## src/include/prs_pkg.sv

```systemverilog
package prs_pkg;

   // ----------------------------------------------------------------
   // register widths
   // ----------------------------------------------------------------
   localparam int SER_W  = 8;
   localparam int BITBUF_W = 16;
   localparam int PORT_W = 8;
   localparam int IRQ_W  = 8;
   localparam int ADDR_W = 8;
   localparam int SEG_N  = 12;
   localparam int COM_N  = 4;

   // ----------------------------------------------------------------
   // reset values
   // ----------------------------------------------------------------
   localparam logic [7:0]       CLR8_RST       = 8'h00;
   localparam logic [7:0]       CONV_MODE_RST  = 8'h04;
   localparam logic [7:0]       SAR_RST        = 8'h7f;
   localparam logic [BITBUF_W-1:0] BITBUF_RST  = 16'h0000;
   localparam logic [1:0]       IRQ_EDGE_RST   = 2'h0;
   localparam logic [IRQ_W-1:0] IRQ_CLR_RST    = 8'h00;
   localparam logic [PORT_W-1:0] PORT_CLR_RST  = 8'h00;
   localparam logic [SER_W-1:0] UNDEF_FILL     = 8'h00;

   // ----------------------------------------------------------------
   // field positions and ranges
   // ----------------------------------------------------------------
   localparam int CONV_EOC_BIT = 2;
   localparam logic [ADDR_W-1:0] VOLATILE_LO = 8'hf8;
   localparam logic [ADDR_W-1:0] VOLATILE_HI = 8'hfd;

   // ----------------------------------------------------------------
   // lcd drive level select codes
   // ----------------------------------------------------------------
   typedef enum logic [1:0] {
      PRS_LEVEL0 = 2'b00,
      PRS_LEVEL1 = 2'b01,
      PRS_LEVEL2 = 2'b10
   } prs_level_type;

   // ----------------------------------------------------------------
   // sequencer states
   // ----------------------------------------------------------------
   typedef enum logic [1:0] {
      PRS_IN_RESET = 2'b00,
      PRS_RUN      = 2'b01
   } prs_state_type;

endpackage

```

## src/rtl/prs_reset_init.sv

```systemverilog
// Functional notes
// - standby reset keeps serial, address, bit buffer
// - operating reset: serial undefined, buffer specified
// - any reset clears external edge configs
// - data memory F8-FD lost on reset
// - segments level1, com0-2 level2, com3 level0
`timescale 1ns/1ps
`default_nettype none
module prs_reset_init
   import prs_pkg::*;
(
   // clock and reset
   input  wire logic                clk_sys_i,
   input  wire logic                nrst_i,
   // power state from the core, pin level
   input  wire logic                standby_i,
   // software writes to the state kept across standby
   input  wire logic                ser_we_i,
   input  wire logic [SER_W-1:0]    ser_wdata_i,
   input  wire logic                addr_we_i,
   input  wire logic [SER_W-1:0]    addr_wdata_i,
   input  wire logic                bitbuf_we_i,
   input  wire logic [BITBUF_W-1:0] bitbuf_wdata_i,
   // data memory location query
   input  wire logic [ADDR_W-1:0]   mem_addr_i,
   output logic                     mem_volatile_o,
   // retained state
   output logic [SER_W-1:0]         serial_shift_register_o,
   output logic [SER_W-1:0]         slave_match_address_o,
   output logic [BITBUF_W-1:0]      bit_sequence_buffer_o,
   output logic                     retained_valid_o,
   // state forced to its reset values
   output logic [1:0]               ext_irq_edge_config_o [3],
   output logic [7:0]               serial_mode_reg_o,
   output logic [7:0]               serial_bus_control_reg_o,
   output logic [7:0]               cpu_clock_select_reg_o,
   output logic [7:0]               system_clock_select_reg_o,
   output logic [7:0]               clock_out_config_reg_o,
   output logic [7:0]               display_mode_reg_o,
   output logic [7:0]               display_control_reg_o,
   output logic [7:0]               converter_mode_reg_o,
   output logic                     conv_end_o,
   output logic [7:0]               sar_o,
   output logic                     global_irq_enable_o,
   output logic [IRQ_W-1:0]         irq_enable_flags_o,
   output logic [IRQ_W-1:0]         irq_request_flags_o,
   output logic [PORT_W-1:0]        port_direction_regs_o [3],
   output logic [PORT_W-1:0]        pullup_select_regs_o [2],
   output logic [PORT_W-1:0]        port_latch_o,
   // lcd drive level selection
   output logic [1:0]               lcd_segment_outputs_o [SEG_N],
   output logic [1:0]               lcd_common_outputs_o [COM_N]
);

   // ----------------------------------------------------------------
   // standby sampling
   // ----------------------------------------------------------------
   logic          standby_s;
   logic          was_standby;
   logic          first_cycle;
   prs_state_type state;
   prs_state_type next_state;

   // the synchroniser must not be cleared by the reset whose cause it
   // reports, so it keeps sampling the pin while reset is low
   prs_sync u_standby_sync (
      .clk_sys_i (clk_sys_i),
      .nrst_i    (1'b1),
      .async_i   (standby_i),
      .sync_o    (standby_s)
   );

   // the standby flag must survive the asynchronous reset itself, so it
   // is a plain clocked flop with no reset term
   always_ff @(posedge clk_sys_i) begin
      was_standby <= standby_s;
   end

   // ----------------------------------------------------------------
   // reset sequencing
   // ----------------------------------------------------------------
   assign next_state  = PRS_RUN;
   assign first_cycle = (state == PRS_IN_RESET);

   always_ff @(posedge clk_sys_i or negedge nrst_i) begin
      if (!nrst_i) begin
         state <= PRS_IN_RESET;
      end else begin
         state <= next_state;
      end
   end

   // ----------------------------------------------------------------
   // retained registers: serial, address and bit buffer have no reset term so standby contents survive
   // ----------------------------------------------------------------
   logic [SER_W-1:0]    ser_q;
   logic [SER_W-1:0]    addr_q;
   logic [BITBUF_W-1:0] bitbuf_q;
   logic                valid_q;
   logic                lost_on_reset;

   // an operating reset leaves serial contents undefined; we load UNDEF_FILL and
   // flag them invalid rather than scramble them, which costs nothing extra
   assign lost_on_reset = first_cycle && !was_standby;

   always_ff @(posedge clk_sys_i) begin
      if (ser_we_i) begin
         ser_q <= ser_wdata_i;
      end else if (lost_on_reset) begin
         ser_q <= UNDEF_FILL;
      end
   end

   always_ff @(posedge clk_sys_i) begin
      if (addr_we_i) begin
         addr_q <= addr_wdata_i;
      end else if (lost_on_reset) begin
         addr_q <= UNDEF_FILL;
      end
   end

   always_ff @(posedge clk_sys_i) begin
      if (bitbuf_we_i) begin
         bitbuf_q <= bitbuf_wdata_i;
      end else if (lost_on_reset) begin
         bitbuf_q <= BITBUF_RST;
      end
   end

   always_ff @(posedge clk_sys_i or negedge nrst_i) begin
      if (!nrst_i) begin
         valid_q <= 1'b0;
      end else if (first_cycle) begin
         valid_q <= was_standby;
      end else if (ser_we_i || addr_we_i) begin
         valid_q <= 1'b1;
      end
   end

   assign serial_shift_register_o = ser_q;
   assign slave_match_address_o   = addr_q;
   assign bit_sequence_buffer_o   = bitbuf_q;
   assign retained_valid_o        = valid_q;

   // ----------------------------------------------------------------
   // volatile data memory window
   // ----------------------------------------------------------------
   function automatic logic in_volatile(input logic [ADDR_W-1:0] a);
      in_volatile = (a >= VOLATILE_LO) && (a <= VOLATILE_HI);
   endfunction

   assign mem_volatile_o = in_volatile(mem_addr_i);

   // ----------------------------------------------------------------
   // control state held at reset value: cleared, except converter mode 04 and sar 7f
   // ----------------------------------------------------------------
   localparam int CTRL_N = 7;

   logic [7:0] conv_mode_q;
   logic [7:0] sar_q;
   logic [7:0] ctrl_q [CTRL_N];

   always_ff @(posedge clk_sys_i or negedge nrst_i) begin
      if (!nrst_i) begin
         conv_mode_q <= CONV_MODE_RST;
         sar_q       <= SAR_RST;
      end else begin
         conv_mode_q <= conv_mode_q;
         sar_q       <= sar_q;
      end
   end

   genvar gi;
   generate
      // the core owns these registers once running; this block only fixes
      // the value they start from, so each flop simply holds it
      for (gi = 0; gi < CTRL_N; gi++) begin : g_ctrl
         always_ff @(posedge clk_sys_i or negedge nrst_i) begin
            if (!nrst_i) begin
               ctrl_q[gi] <= CLR8_RST;
            end else begin
               ctrl_q[gi] <= ctrl_q[gi];
            end
         end
      end
      for (gi = 0; gi < 3; gi++) begin : g_edge
         assign ext_irq_edge_config_o[gi] = IRQ_EDGE_RST;
         assign port_direction_regs_o[gi] = PORT_CLR_RST;
      end
      for (gi = 0; gi < 2; gi++) begin : g_pull
         assign pullup_select_regs_o[gi] = PORT_CLR_RST;
      end
      for (gi = 0; gi < SEG_N; gi++) begin : g_seg
         assign lcd_segment_outputs_o[gi] = PRS_LEVEL1;
      end
      for (gi = 0; gi < COM_N - 1; gi++) begin : g_com
         assign lcd_common_outputs_o[gi] = PRS_LEVEL2;
      end
   endgenerate

   assign lcd_common_outputs_o[COM_N-1] = PRS_LEVEL0;

   assign serial_mode_reg_o         = ctrl_q[0];
   assign serial_bus_control_reg_o  = ctrl_q[1];
   assign cpu_clock_select_reg_o    = ctrl_q[2];
   assign system_clock_select_reg_o = ctrl_q[3];
   assign clock_out_config_reg_o    = ctrl_q[4];
   assign display_mode_reg_o        = ctrl_q[5];
   assign display_control_reg_o     = ctrl_q[6];
   assign converter_mode_reg_o      = conv_mode_q;
   assign conv_end_o                = conv_mode_q[CONV_EOC_BIT];
   assign sar_o                     = sar_q;
   assign global_irq_enable_o       = 1'b0;
   assign irq_enable_flags_o        = IRQ_CLR_RST;
   assign irq_request_flags_o       = IRQ_CLR_RST;
   assign port_latch_o              = PORT_CLR_RST;

endmodule
`default_nettype wire

```

## src/rtl/prs_sync.sv

```systemverilog
`timescale 1ns/1ps
`default_nettype none
module prs_sync
   import prs_pkg::*;
(
   // clock and reset
   input  wire logic clk_sys_i,
   input  wire logic nrst_i,
   // asynchronous level in, synchronised level out
   input  wire logic async_i,
   output logic      sync_o
);
   logic stage1;
   logic stage2;

   always_ff @(posedge clk_sys_i or negedge nrst_i) begin
      if (!nrst_i) begin
         stage1 <= 1'b0;
         stage2 <= 1'b0;
      end else begin
         stage1 <= async_i;
         stage2 <= stage1;
      end
   end

   assign sync_o = stage2;
endmodule
`default_nettype wire

```

## config.mk

```make
export PLATFORM = sky130hd
export DESIGN_NAME = prs_reset_init
export DESIGN_NICKNAME = d
export VERILOG_FILES = /design/src/include/prs_pkg.sv /design/src/rtl/prs_reset_init.sv /design/src/rtl/prs_sync.sv
export SDC_FILE = /design/constraint.sdc
export NUM_CORES = 1
export LEC_CHECK = 0
export BUFFER_PORTS_ARGS = -buffer_cell sky130_fd_sc_hd__buf_2
export CAP_MARGIN = 15
export CORE_UTILIZATION = 25
export DETAILED_ROUTE_END_ITERATION = 6
export GPL_TIMING_DRIVEN = 0
export PLACE_DENSITY = 0.58
export REMOVE_ABC_BUFFERS = 1
export SYNTH_ARGS = -nofsm -noshare
export SYNTH_HDL_FRONTEND = slang
export SYNTH_HIERARCHICAL = 1
export SYNTH_SLANG_ARGS = --single-unit
```

## constraint.sdc

```tcl
create_clock -name clk_sys_i -period 1.51 [get_ports clk_sys_i]
set_input_delay 0.302 -clock clk_sys_i [delete_from_list [all_inputs] [get_ports clk_sys_i]]
set_output_delay 0.302 -clock clk_sys_i [all_outputs]
set_load 0.005 [all_outputs]
```

==> metrics.txt, run 1 <==
outcome=complete, no violations; distinct cell type count of the synthesized netlist=14; pre-CTS setup slack=0.126 ns; ANT nets after route=0; global route total overflow=0; post-synthesis to final-layout area growth=-0.280%; final setup margin=0.214 ns; Hold/Removal Path Class=input pin to register; crit-path max cell delay=~0.4 ns; Fill cells=1135; TritonCTS Sinks=37; cell chosen for the clock root=clkbuf_8; fraction of layout instances using a drive strength above 1=0.279; launch point of the worst hold path=standby_i; register area share after synthesis=0.403; detail-routed net length per standard cell=7.92 um; number of DRC violations after detailed-routing iteration 0=40; Chip Width=106 um; combined area of the multi-input logic cells=940 um2; Inserted Diodes=0; switching fraction of total power=0.256; Buf+Inv Stages, Crit Path=0; area enclosed by the die boundary=11200 um2; logic gate share of total power=0.143; Syn Area/Cell=10.4 um2; category of the worst setup path launch point=register; total half-perimeter wirelength after legalization and detailed placement=3210 um; number of global-route vias before repair=approximately 980; number of warning messages in the yosys log=6; Die Y=106 um; area taken by flip-flops and latches=1080 um2; unrepaired setup endpoints after global routing=false; count of unresolved DRC violations after routing=0; Detailed Routing Iterations Pass 1=4; launching element of the worst setup path=state[0]$_DFF_PN0_; total number of nets in the final design=a little under 400; peak supply drop=~0.37 mV; final hold viol count=0; time the final worst path needs with I/O delays and setup=1.30 ns; worst reg2reg endpoint=bit_sequence_buffer_o[3]$_SDFFCE_PN0P_; Top-Level Pins=256; period utilization=0.858; Syn Inst Count=257; ordered list of cells on the worst path=nor2_1 -> or2_2; capturing element type of the critical path=register; PnR Total Power=2190 uW; max capacitance violation total=0; cell family with most CP delay=simple AND/OR/NAND/NOR gates; via count=between 1k and 1.5k; Num CTS Buffers=5; reg-to-reg setup timing slack=0.21 ns; later-pin clock latency in the skew report=0.28 ns; pin count of the biggest net entering global routing=18; core box area=10400 um2; starting density of the core=0.259; total leakage power=0.00144 uW; maximum fanout encountered on the critical timing path=16; fmax=0.772 GHz; Setup TNS Final=0 ns; cell depth of the worst flop-to-flop path=2; CTS tree=built; clock slew at the register clock pins of the worst setup and hold paths=0.07 ns; worst-path cell with the longest stage delay=or2_2; Tot GR Track Use=0.0582; clock network fraction of total power=0.302; antenna violations before repair=1; power density cells=817 nW/um2; hold endpoint=u_standby_sync/stage1$_DFF_PN0_; power share of the sequential group=0.555; gpl congestion=0.691; final core utilization=0.258; number of placement rows=37; buffer depth of the longest clock path=2; number of input and output port buffers inserted=78; launch point of the worst reg-to-reg path=state[0]$_DFF_PN0_; kind of critical path=register to register; Internal=1630 uW; count of state elements after synthesis=37; switching power of the nets=~560 uW; vias per inst=2.79; global-route wire length before repair=4950 um; post-synth design cell area=2690 um2; arrival time of data at the critical path endpoint=approximately 1.2 ns; Hold Path Cell Cnt=1; count of final max-slew check failures=0; Clock H-tree levels=2; worst setup skew after layout=0.00598 ns; setup-violating endpoint count in the final report=0; required time worst endpoint=around 1.5 ns; routed wire length=between 3000 and 4000 um
==> Yosys cell counts <==
cell,number,area (um2)
buf_4,177,1330
edfxtp_1,32,961
and2_1,24,150
and2_2,8,60.1
dfrtp_1,4,100
conb_1,2,7.51
nor2_1,2,7.51
or2_1,2,12.5
a211oi_1,1,7.51
dfxtp_1,1,20.0
nand2_1,1,3.75
nand3_1,1,5.00
nor4b_2,1,15.0
or2_2,1,6.26
==> layer usage <==
layer  GRT usage  routed length [um]  part of all wire  vias up
met2       0.100                1800              0.47      129
met5           0                  17            0.0045        -
li1            -                   -                 -      623
met3      0.0328                 630              0.17        8
met1      0.0588                1310              0.34      577
met4      0.0208                  47             0.012        2
==> power by group through the flow <==
stage / clock (uW) / combinational (uW) / sequential (uW)
2_1_floorplan: 0 / 147 / 1250
3_3_place_gp: 0 / 302 / 1240
3_5_place_dp: 0 / 305 / 1240
4_1_cts: 702 / 307 / 1220
5_1_grt: 746 / 358 / 1220
6_report: 661 / 312 / 1220
==> cell type report <==
type | instances | share of cell area
flip-flops and latches | 37 | 0.404
multi-input cells | 220 | 0.351
repair buffers | 79 | 0.150
well taps | 136 | 0.0636
clock buffers | 5 | 0.0257
clock inverters | 3 | 0.00654
==> layout by cell type (no fill, tap or decap), drive strengths merged <==
cell type    netlist  routed
clkinvlp           0       1
nand2              1       1
clkbuf             0       5
edfxtp            32      32
buf              177      78
or2                3       3
a211oi             1       1
dfxtp              1       1
nand3              1       1
nor2               2       2
clkinv             0       2
dfrtp              4       4
and2              32      32
conb               2     179
nor4b              1       1
dlygate4sd3        0       1
==> sequential cells by signal, summed over array words and instances (netlist names) <==
register / cells
bit_sequence_buffer_o: 16
u_standby_sync/stage1: 1
state: 1
slave_match_address_o: 8
u_standby_sync/sync_o: 1
serial_shift_register_o: 8
retained_valid_o: 1
was_standby: 1
==> metrics by stage <==
stage / std cells / instance area, um2 / hold slack (ns)
after detailed placement: 471 / 2580 / 0.0909
after global placement: 471 / 2580 / 0.0868
after CTS: 480 / 2680 / 0.121
after floorplan: 257 / 2020 / 0.00641
after global routing: 480 / 2680 / 0.107
final: 480 / 2680 / 0.129
==> worst max path at each step <==
| stage | endpoint | slack (ns) | cells past startpoint |
|---|---|---|---|
| floorplan | bit_sequence_buffer_o[0]$_SDFFCE_PN0P_ | 0.37 | 2 |
| global placement | bit_sequence_buffer_o[12]$_SDFFCE_PN0P_ | 0.16 | 2 |
| detailed placement | bit_sequence_buffer_o[10]$_SDFFCE_PN0P_ | 0.13 | 2 |
| CTS | bit_sequence_buffer_o[2]$_SDFFCE_PN0P_ | 0.17 | 2 |
| global route | bit_sequence_buffer_o[12]$_SDFFCE_PN0P_ | 0.08 | 2 |
| finish | bit_sequence_buffer_o[3]$_SDFFCE_PN0P_ | 0.21 | 2 |
==> logic make-up after synthesis <==
group | share of synthesized area
buffers and inverters | 0.495
and+or+nand+nor | 0.0969
DFF | 0.403
other | 0.00280
AOI/OAI and AO/OA | 0.00280
==> repair_timing <==
| action | 4_1_cts | 5_1_grt |
|---|---|---|
| hold buffers | 1 | 0 |
| buffers inserted | 0 | 0 |
| gates resized for setup | 0 | 0 |
| endpoints found under the hold margin | 2 | 0 |
No activity file was read; power rests on OpenSTA's default activity.
==> run 2: changes to the inputs <==
--- a/config.mk
+++ b/config.mk
@@ -7,10 +7,11 @@
 export LEC_CHECK = 0
 export BUFFER_PORTS_ARGS = -buffer_cell sky130_fd_sc_hd__buf_2
 export CAP_MARGIN = 15
-export CORE_UTILIZATION = 25
+export CORE_AREA = 2 2 99 101
 export DETAILED_ROUTE_END_ITERATION = 6
+export DIE_AREA = 0 0 101 103
 export GPL_TIMING_DRIVEN = 0
-export PLACE_DENSITY = 0.58
+export PLACE_DENSITY = 0.65
 export REMOVE_ABC_BUFFERS = 1
 export SYNTH_ARGS = -nofsm -noshare
 export SYNTH_HDL_FRONTEND = slang
==> run 2 against run 1 <==
- combinational power about the same
- largest cell class unchanged
- hold slack improved by 0.0046 ns
- power decreased by 0.63%
- global-route usage increased by 0.19 points
- critical path type unchanged
- register-to-register slack about the same
- critical path depth unchanged
- core utilization increased by 2.2 points
- cell count decreased by 4.6%
==> metrics.txt, run 2 (synthesized netlist as in run 1, its figures left out) <==
CTS tree=built; cell depth of the worst flop-to-flop path=2; Fill cells=1042; number of global-route vias before repair=946; time the final worst path needs with I/O delays and setup=1.30 ns; Inserted Diodes=0; reg-to-reg setup timing slack=~0.21 ns; core box area=roughly 9500 um2; cell chosen for the clock root=clkbuf_8; maximum fanout encountered on the critical timing path=16; Top-Level Pins=256; Clock H-tree levels=2; most frequent cells in the layout=conb_1, buf_2, edfxtp_1; pre-CTS setup slack=0.143 ns; number of buffers inserted to repair setup after CTS=0; Hold Path Cell Cnt=1; max capacitance violation total=0; pin count of the biggest net entering global routing=18; final hold viol count=0; combined area of the multi-input logic cells=940 um2; count of final max-slew check failures=0; power share of the sequential group=0.558; switching fraction of total power=0.251; Die Y=103 um; period utilization=0.864; peak supply drop=0.315 mV; starting density of the core=0.284; gpl congestion=roughly 0.67; vias per inst=between 2 and 3; number of placement rows=36; worst setup skew after layout=around 0.0038 ns; clock slew at the register clock pins of the worst setup and hold paths=0.07 ns; Chip Width=101 um; Internal=between 1500 and 2000 uW; outcome=complete, no violations; worst reg2reg endpoint=bit_sequence_buffer_o[0]$_SDFFCE_PN0P_; launching element of the worst setup path=state[0]$_DFF_PN0_; total half-perimeter wirelength after legalization and detailed placement=3290 um; Detailed Routing Iterations Pass 1=4; Num CTS Buffers=5; setup-violating endpoint count in the final report=0; launch point of the worst reg-to-reg path=state[0]$_DFF_PN0_; Setup TNS Final=0 ns; fmax=around 0.77 GHz; required time worst endpoint=1.45 ns; hold endpoint=u_standby_sync/stage1$_DFF_PN0_; M2 GR Usage=0.101; global-route wire length before repair=4730 um; capturing element type of the critical path=register; final core utilization=0.280; unrepaired setup endpoints after global routing=false; launch point of the worst hold path=standby_i; ANT nets after route=0; total leakage power=0.00145 uW; count of unresolved DRC violations after routing=0; category of the worst setup path launch point=register; count of instances resized after the clock tree is built=0; number of input and output port buffers inserted=78; area taken by flip-flops and latches=approximately 1100 um2; number of flip-flops under the largest register name=16; global routing usage on met3=0.0271; arrival time of data at the critical path endpoint=1.24 ns; fraction of layout instances using a drive strength above 1=0.276; logic gate share of total power=0.145; via count=1348; area enclosed by the die boundary=10400 um2; post-synthesis to final-layout area growth=-1.44%; Tot GR Track Use=0.0601; detail-routed net length per standard cell=8.60 um; global route total overflow=0; GR Layer Usage met1=0.0667; number of DRC violations after detailed-routing iteration 0=21; antenna violations before repair=0; Hold/Removal Path Class=input pin to register; clock network fraction of total power=0.297; power density cells=between 800 and 900 nW/um2; later-pin clock latency in the skew report=0.28 ns; buffer depth of the longest clock path=2; routed wire length=3940 um; switching power of the nets=~540 uW; routing layer with the top usage in global route=met2; TritonCTS Sinks=37; total number of nets in the final design=389; leading cell type in the layout, fill and taps excluded=conb_1; final setup margin=0.206 ns; kind of critical path=register to register; PnR Total Power=2170 uW
run 2: cell types whose count changed in the layout (fill, tap and decap cells not counted), sizes merged:
| cell | delta |
|---|---|
| clkbuf | +1 |
| clkinvlp | -1 |
run 2: how the worst max path moves through the flow:
stage | cells past startpoint | to | slack, ns
2_1_floorplan | 2 | bit_sequence_buffer_o[0]$_SDFFCE_PN0P_ | 0.37
3_3_place_gp | 2 | bit_sequence_buffer_o[4]$_SDFFCE_PN0P_ | 0.17
3_5_place_dp | 2 | bit_sequence_buffer_o[4]$_SDFFCE_PN0P_ | 0.14
4_1_cts | 2 | bit_sequence_buffer_o[14]$_SDFFCE_PN0P_ | 0.16
5_1_grt | 2 | bit_sequence_buffer_o[1]$_SDFFCE_PN0P_ | 0.08
6_report | 2 | bit_sequence_buffer_o[0]$_SDFFCE_PN0P_ | 0.21
run 2: final cells by class:
| cell class | count | share of cell area |
|---|---|---|
| timing repair buffer | 79 | 0.151 |
| sequential | 37 | 0.409 |
| clock inverter | 2 | 0.00378 |
| multi-input combinational | 220 | 0.355 |
| tap | 114 | 0.0539 |
| clock buffer | 6 | 0.0274 |
run 2: critical path: stages, from the launching register on:
cell and delay, ns:
dfrtp_1 0.37, nor2_1 0.18, or2_2 0.40
run 2: power by group through the flow:
stage               registers [uW]  logic [uW]  clock network (uW)
floorplan                     1250         147                   0
global placement              1240         301                   0
detailed placement            1240         306                   0
CTS                           1220         308                 680
global route                  1220         372                 722
finish                        1210         315                 645
run 2: stage by stage:
step / hold WS, ns / instances / instance area [um2]
5_1_grt: 0.120 / 458 / 2650
4_1_cts: 0.125 / 458 / 2650
3_3_place_gp: 0.0868 / 449 / 2550
2_1_floorplan: 0.00641 / 257 / 2020
6_report: 0.133 / 458 / 2650
3_5_place_dp: 0.0907 / 449 / 2550
run 2: timing repair:
item                       in CTS  in global routing
hold buffers                    1                  0
hold endpoints to repair        2                  0
setup endpoints to repair       0                  0
run 2: per-layer routing:
metal,vias to the layer above,wire (um)
met5,-,0
met4,0,51
met3,6,587
met2,121,1970
met1,599,1330
li1,622,-
==> run 3: changes to the inputs <==
--- a/config.mk
+++ b/config.mk
@@ -8,6 +8,7 @@
 export BUFFER_PORTS_ARGS = -buffer_cell sky130_fd_sc_hd__buf_2
 export CAP_MARGIN = 15
 export CORE_AREA = 2 2 99 101
+export CTS_BUF_LIST = sky130_fd_sc_hd__clkbuf_8 sky130_fd_sc_hd__clkbuf_16
 export DETAILED_ROUTE_END_ITERATION = 6
 export DIE_AREA = 0 0 101 103
 export GPL_TIMING_DRIVEN = 0
==> constraint.sdc (replaced) <==
create_clock -name clk_sys_i -period 1.3 [get_ports clk_sys_i]
set_input_delay 0.26 -clock clk_sys_i [delete_from_list [all_inputs] [get_ports clk_sys_i]]
set_output_delay 0.26 -clock clk_sys_i [all_outputs]
set_load 0.005 [all_outputs]
==> run 3 against run 2 <==
- clock skew about the same
- register-to-register slack worse by 0.09 ns
- routed wire length about the same
- flip-flop and latch count unchanged
- sequential share of layout area down 0.12 points
- largest power group unchanged
- largest cell class unchanged
- die area unchanged
- hold slack worse by 0.042 ns
- power up 16%
==> metrics.txt, run 3 (synthesized netlist as in run 1, its figures left out) <==
final setup margin=0.113 ns; buffer depth of the longest clock path=2; crit-path max cell delay=approximately 0.39 ns; Hold Path Cell Cnt=1; worst hold slack=0.0915 ns; category of the worst setup path launch point=register; CTS tree=built; most frequent cells in the layout=conb_1, buf_2, edfxtp_1; antenna violations before repair=0; total leakage power=about 0.0015 uW; worst-path cell with the longest stage delay=dfrtp_1; Clock H-tree levels=2; global route total overflow=0; Chip Width=around 100 um; kind of critical path=register to register; vias per inst=2.94; fraction of layout instances using a drive strength above 1=0.282; required time worst endpoint=between 1 and 1.5 ns; fmax=around 0.84 GHz; Fill cells=1039; arrival time of data at the critical path endpoint=around 1.1 ns; number of buffers inserted to repair setup after CTS=0; peak supply drop=around 0.37 mV; capturing element type of the critical path=register; count of unresolved DRC violations after routing=0; TritonCTS Sinks=37; Top-Level Pins=256; Tot GR Track Use=0.0601; post-synthesis to final-layout area growth=-1.16%; routed wire length=3940 um; reg-to-reg setup timing slack=0.11 ns; worst setup skew after layout=~0.0039 ns; number of flip-flops under the largest register name=16; core box area=~9500 um2; Critical Path Stages=2; unrepaired setup endpoints after global routing=false; later-pin clock latency in the skew report=0.28 ns; pre-CTS setup slack=-0.0311 ns; maximum fanout encountered on the critical timing path=8; area enclosed by the die boundary=10400 um2; setup-violating endpoint count in the final report=0; global-route wire length before repair=4730 um; final hold viol count=0; total number of nets in the final design=389; ANT nets after route=0; Buf+Inv Stages, Crit Path=0; Num CTS Buffers=5; pin count of the biggest net entering global routing=18; power density cells=951 nW/um2; number of placement rows=36; via count=1347; outcome=complete, no violations; cell chosen for the clock root=clkbuf_8; starting density of the core=0.284; Die Y=103 um; gpl congestion=~0.67; Inserted Diodes=0; cell depth of the worst flop-to-flop path=2; leading cell type in the layout, fill and taps excluded=conb_1; detail-routed net length per standard cell=8.60 um; number of global-route vias before repair=946; count of final max-slew check failures=0; Detailed Routing Iterations Pass 1=4; number of DRC violations after detailed-routing iteration 0=21; period utilization=0.913; clock slew at the register clock pins of the worst setup and hold paths=about 0.070 ns; number of input and output port buffers inserted=78; total half-perimeter wirelength after legalization and detailed placement=3290 um; cell family with most CP delay=simple AND/OR/NAND/NOR gates; ordered list of cells on the worst path=nor2_2 -> or2_1; max capacitance violation total=0; time the final worst path needs with I/O delays and setup=1.19 ns; Hold/Removal Path Class=input pin to register
-- run 3: layer usage --
metal	track usage	up-vias	part of all wire
met2	0.101	121	0.50
met5	0	-	0
met1	0.0667	597	0.34
li1	-	623	-
met3	0.0271	6	0.15
met4	0.0249	0	0.013
-- run 3: power breakdown --
group / total [uW] / switching (uW) / internal (uW)
combinational: 370 / 236 / 134
clock: 742 / 379 / 363
sequential: 1410 / 20.1 / 1390
-- run 3: through the flow --
| stage | area, um2 | TNS (ns) | instances | power (uW) | util |
|---|---|---|---|---|---|
| final | 2650 | 0 | 458 | 2520 | 0.281 |
| after detailed placement | 2550 | -0.480 | 449 | 1790 | 0.270 |
| after CTS | 2650 | 0 | 458 | 2550 | 0.280 |
| after global routing | 2650 | 0 | 458 | 2680 | 0.281 |
| after floorplan | 2020 | 0 | 257 | 1620 | - |
| after global placement | 2550 | -0.118 | 449 | 1790 | 0.270 |
-- run 3: path summary, 6_finish.rpt --
kind                                                      start                                        to
worst min-delay path                                  standby_i           u_standby_sync/stage1$_DFF_PN0_
worst max register to register               state[0]$_DFF_PN0_  serial_shift_register_o[5]$_SDFFCE_PN0P_
min in group asynchronous                                nrst_i              retained_valid_o$_DFFE_PN0P_
worst max-delay path                         state[0]$_DFF_PN0_  serial_shift_register_o[5]$_SDFFCE_PN0P_
max in group asynchronous                                nrst_i                        state[0]$_DFF_PN0_
worst min register to register  u_standby_sync/sync_o$_DFF_PN0_                       was_standby$_DFF_P_
-- run 3: what timing repair did --
item | CTS | global route
endpoints found under the setup margin | 16 | 8
hold buffers | 1 | 0
cloned | 0 | 0
resized for setup | 1 | 2
endpoints found under the hold margin | 2 | 0
pin swaps | 0 | 0
-- run 3: layout make-up --
cell class | count | area (um2) | share of cell area
flip-flops and latches | 37 | 1080 | 0.407
multi-input cells | 220 | 947 | 0.357
repair buffers | 79 | 400 | 0.151
well taps | 114 | 143 | 0.0537
clock buffers | 5 | 68.8 | 0.0259
clock inverters | 3 | 13.8 | 0.00519
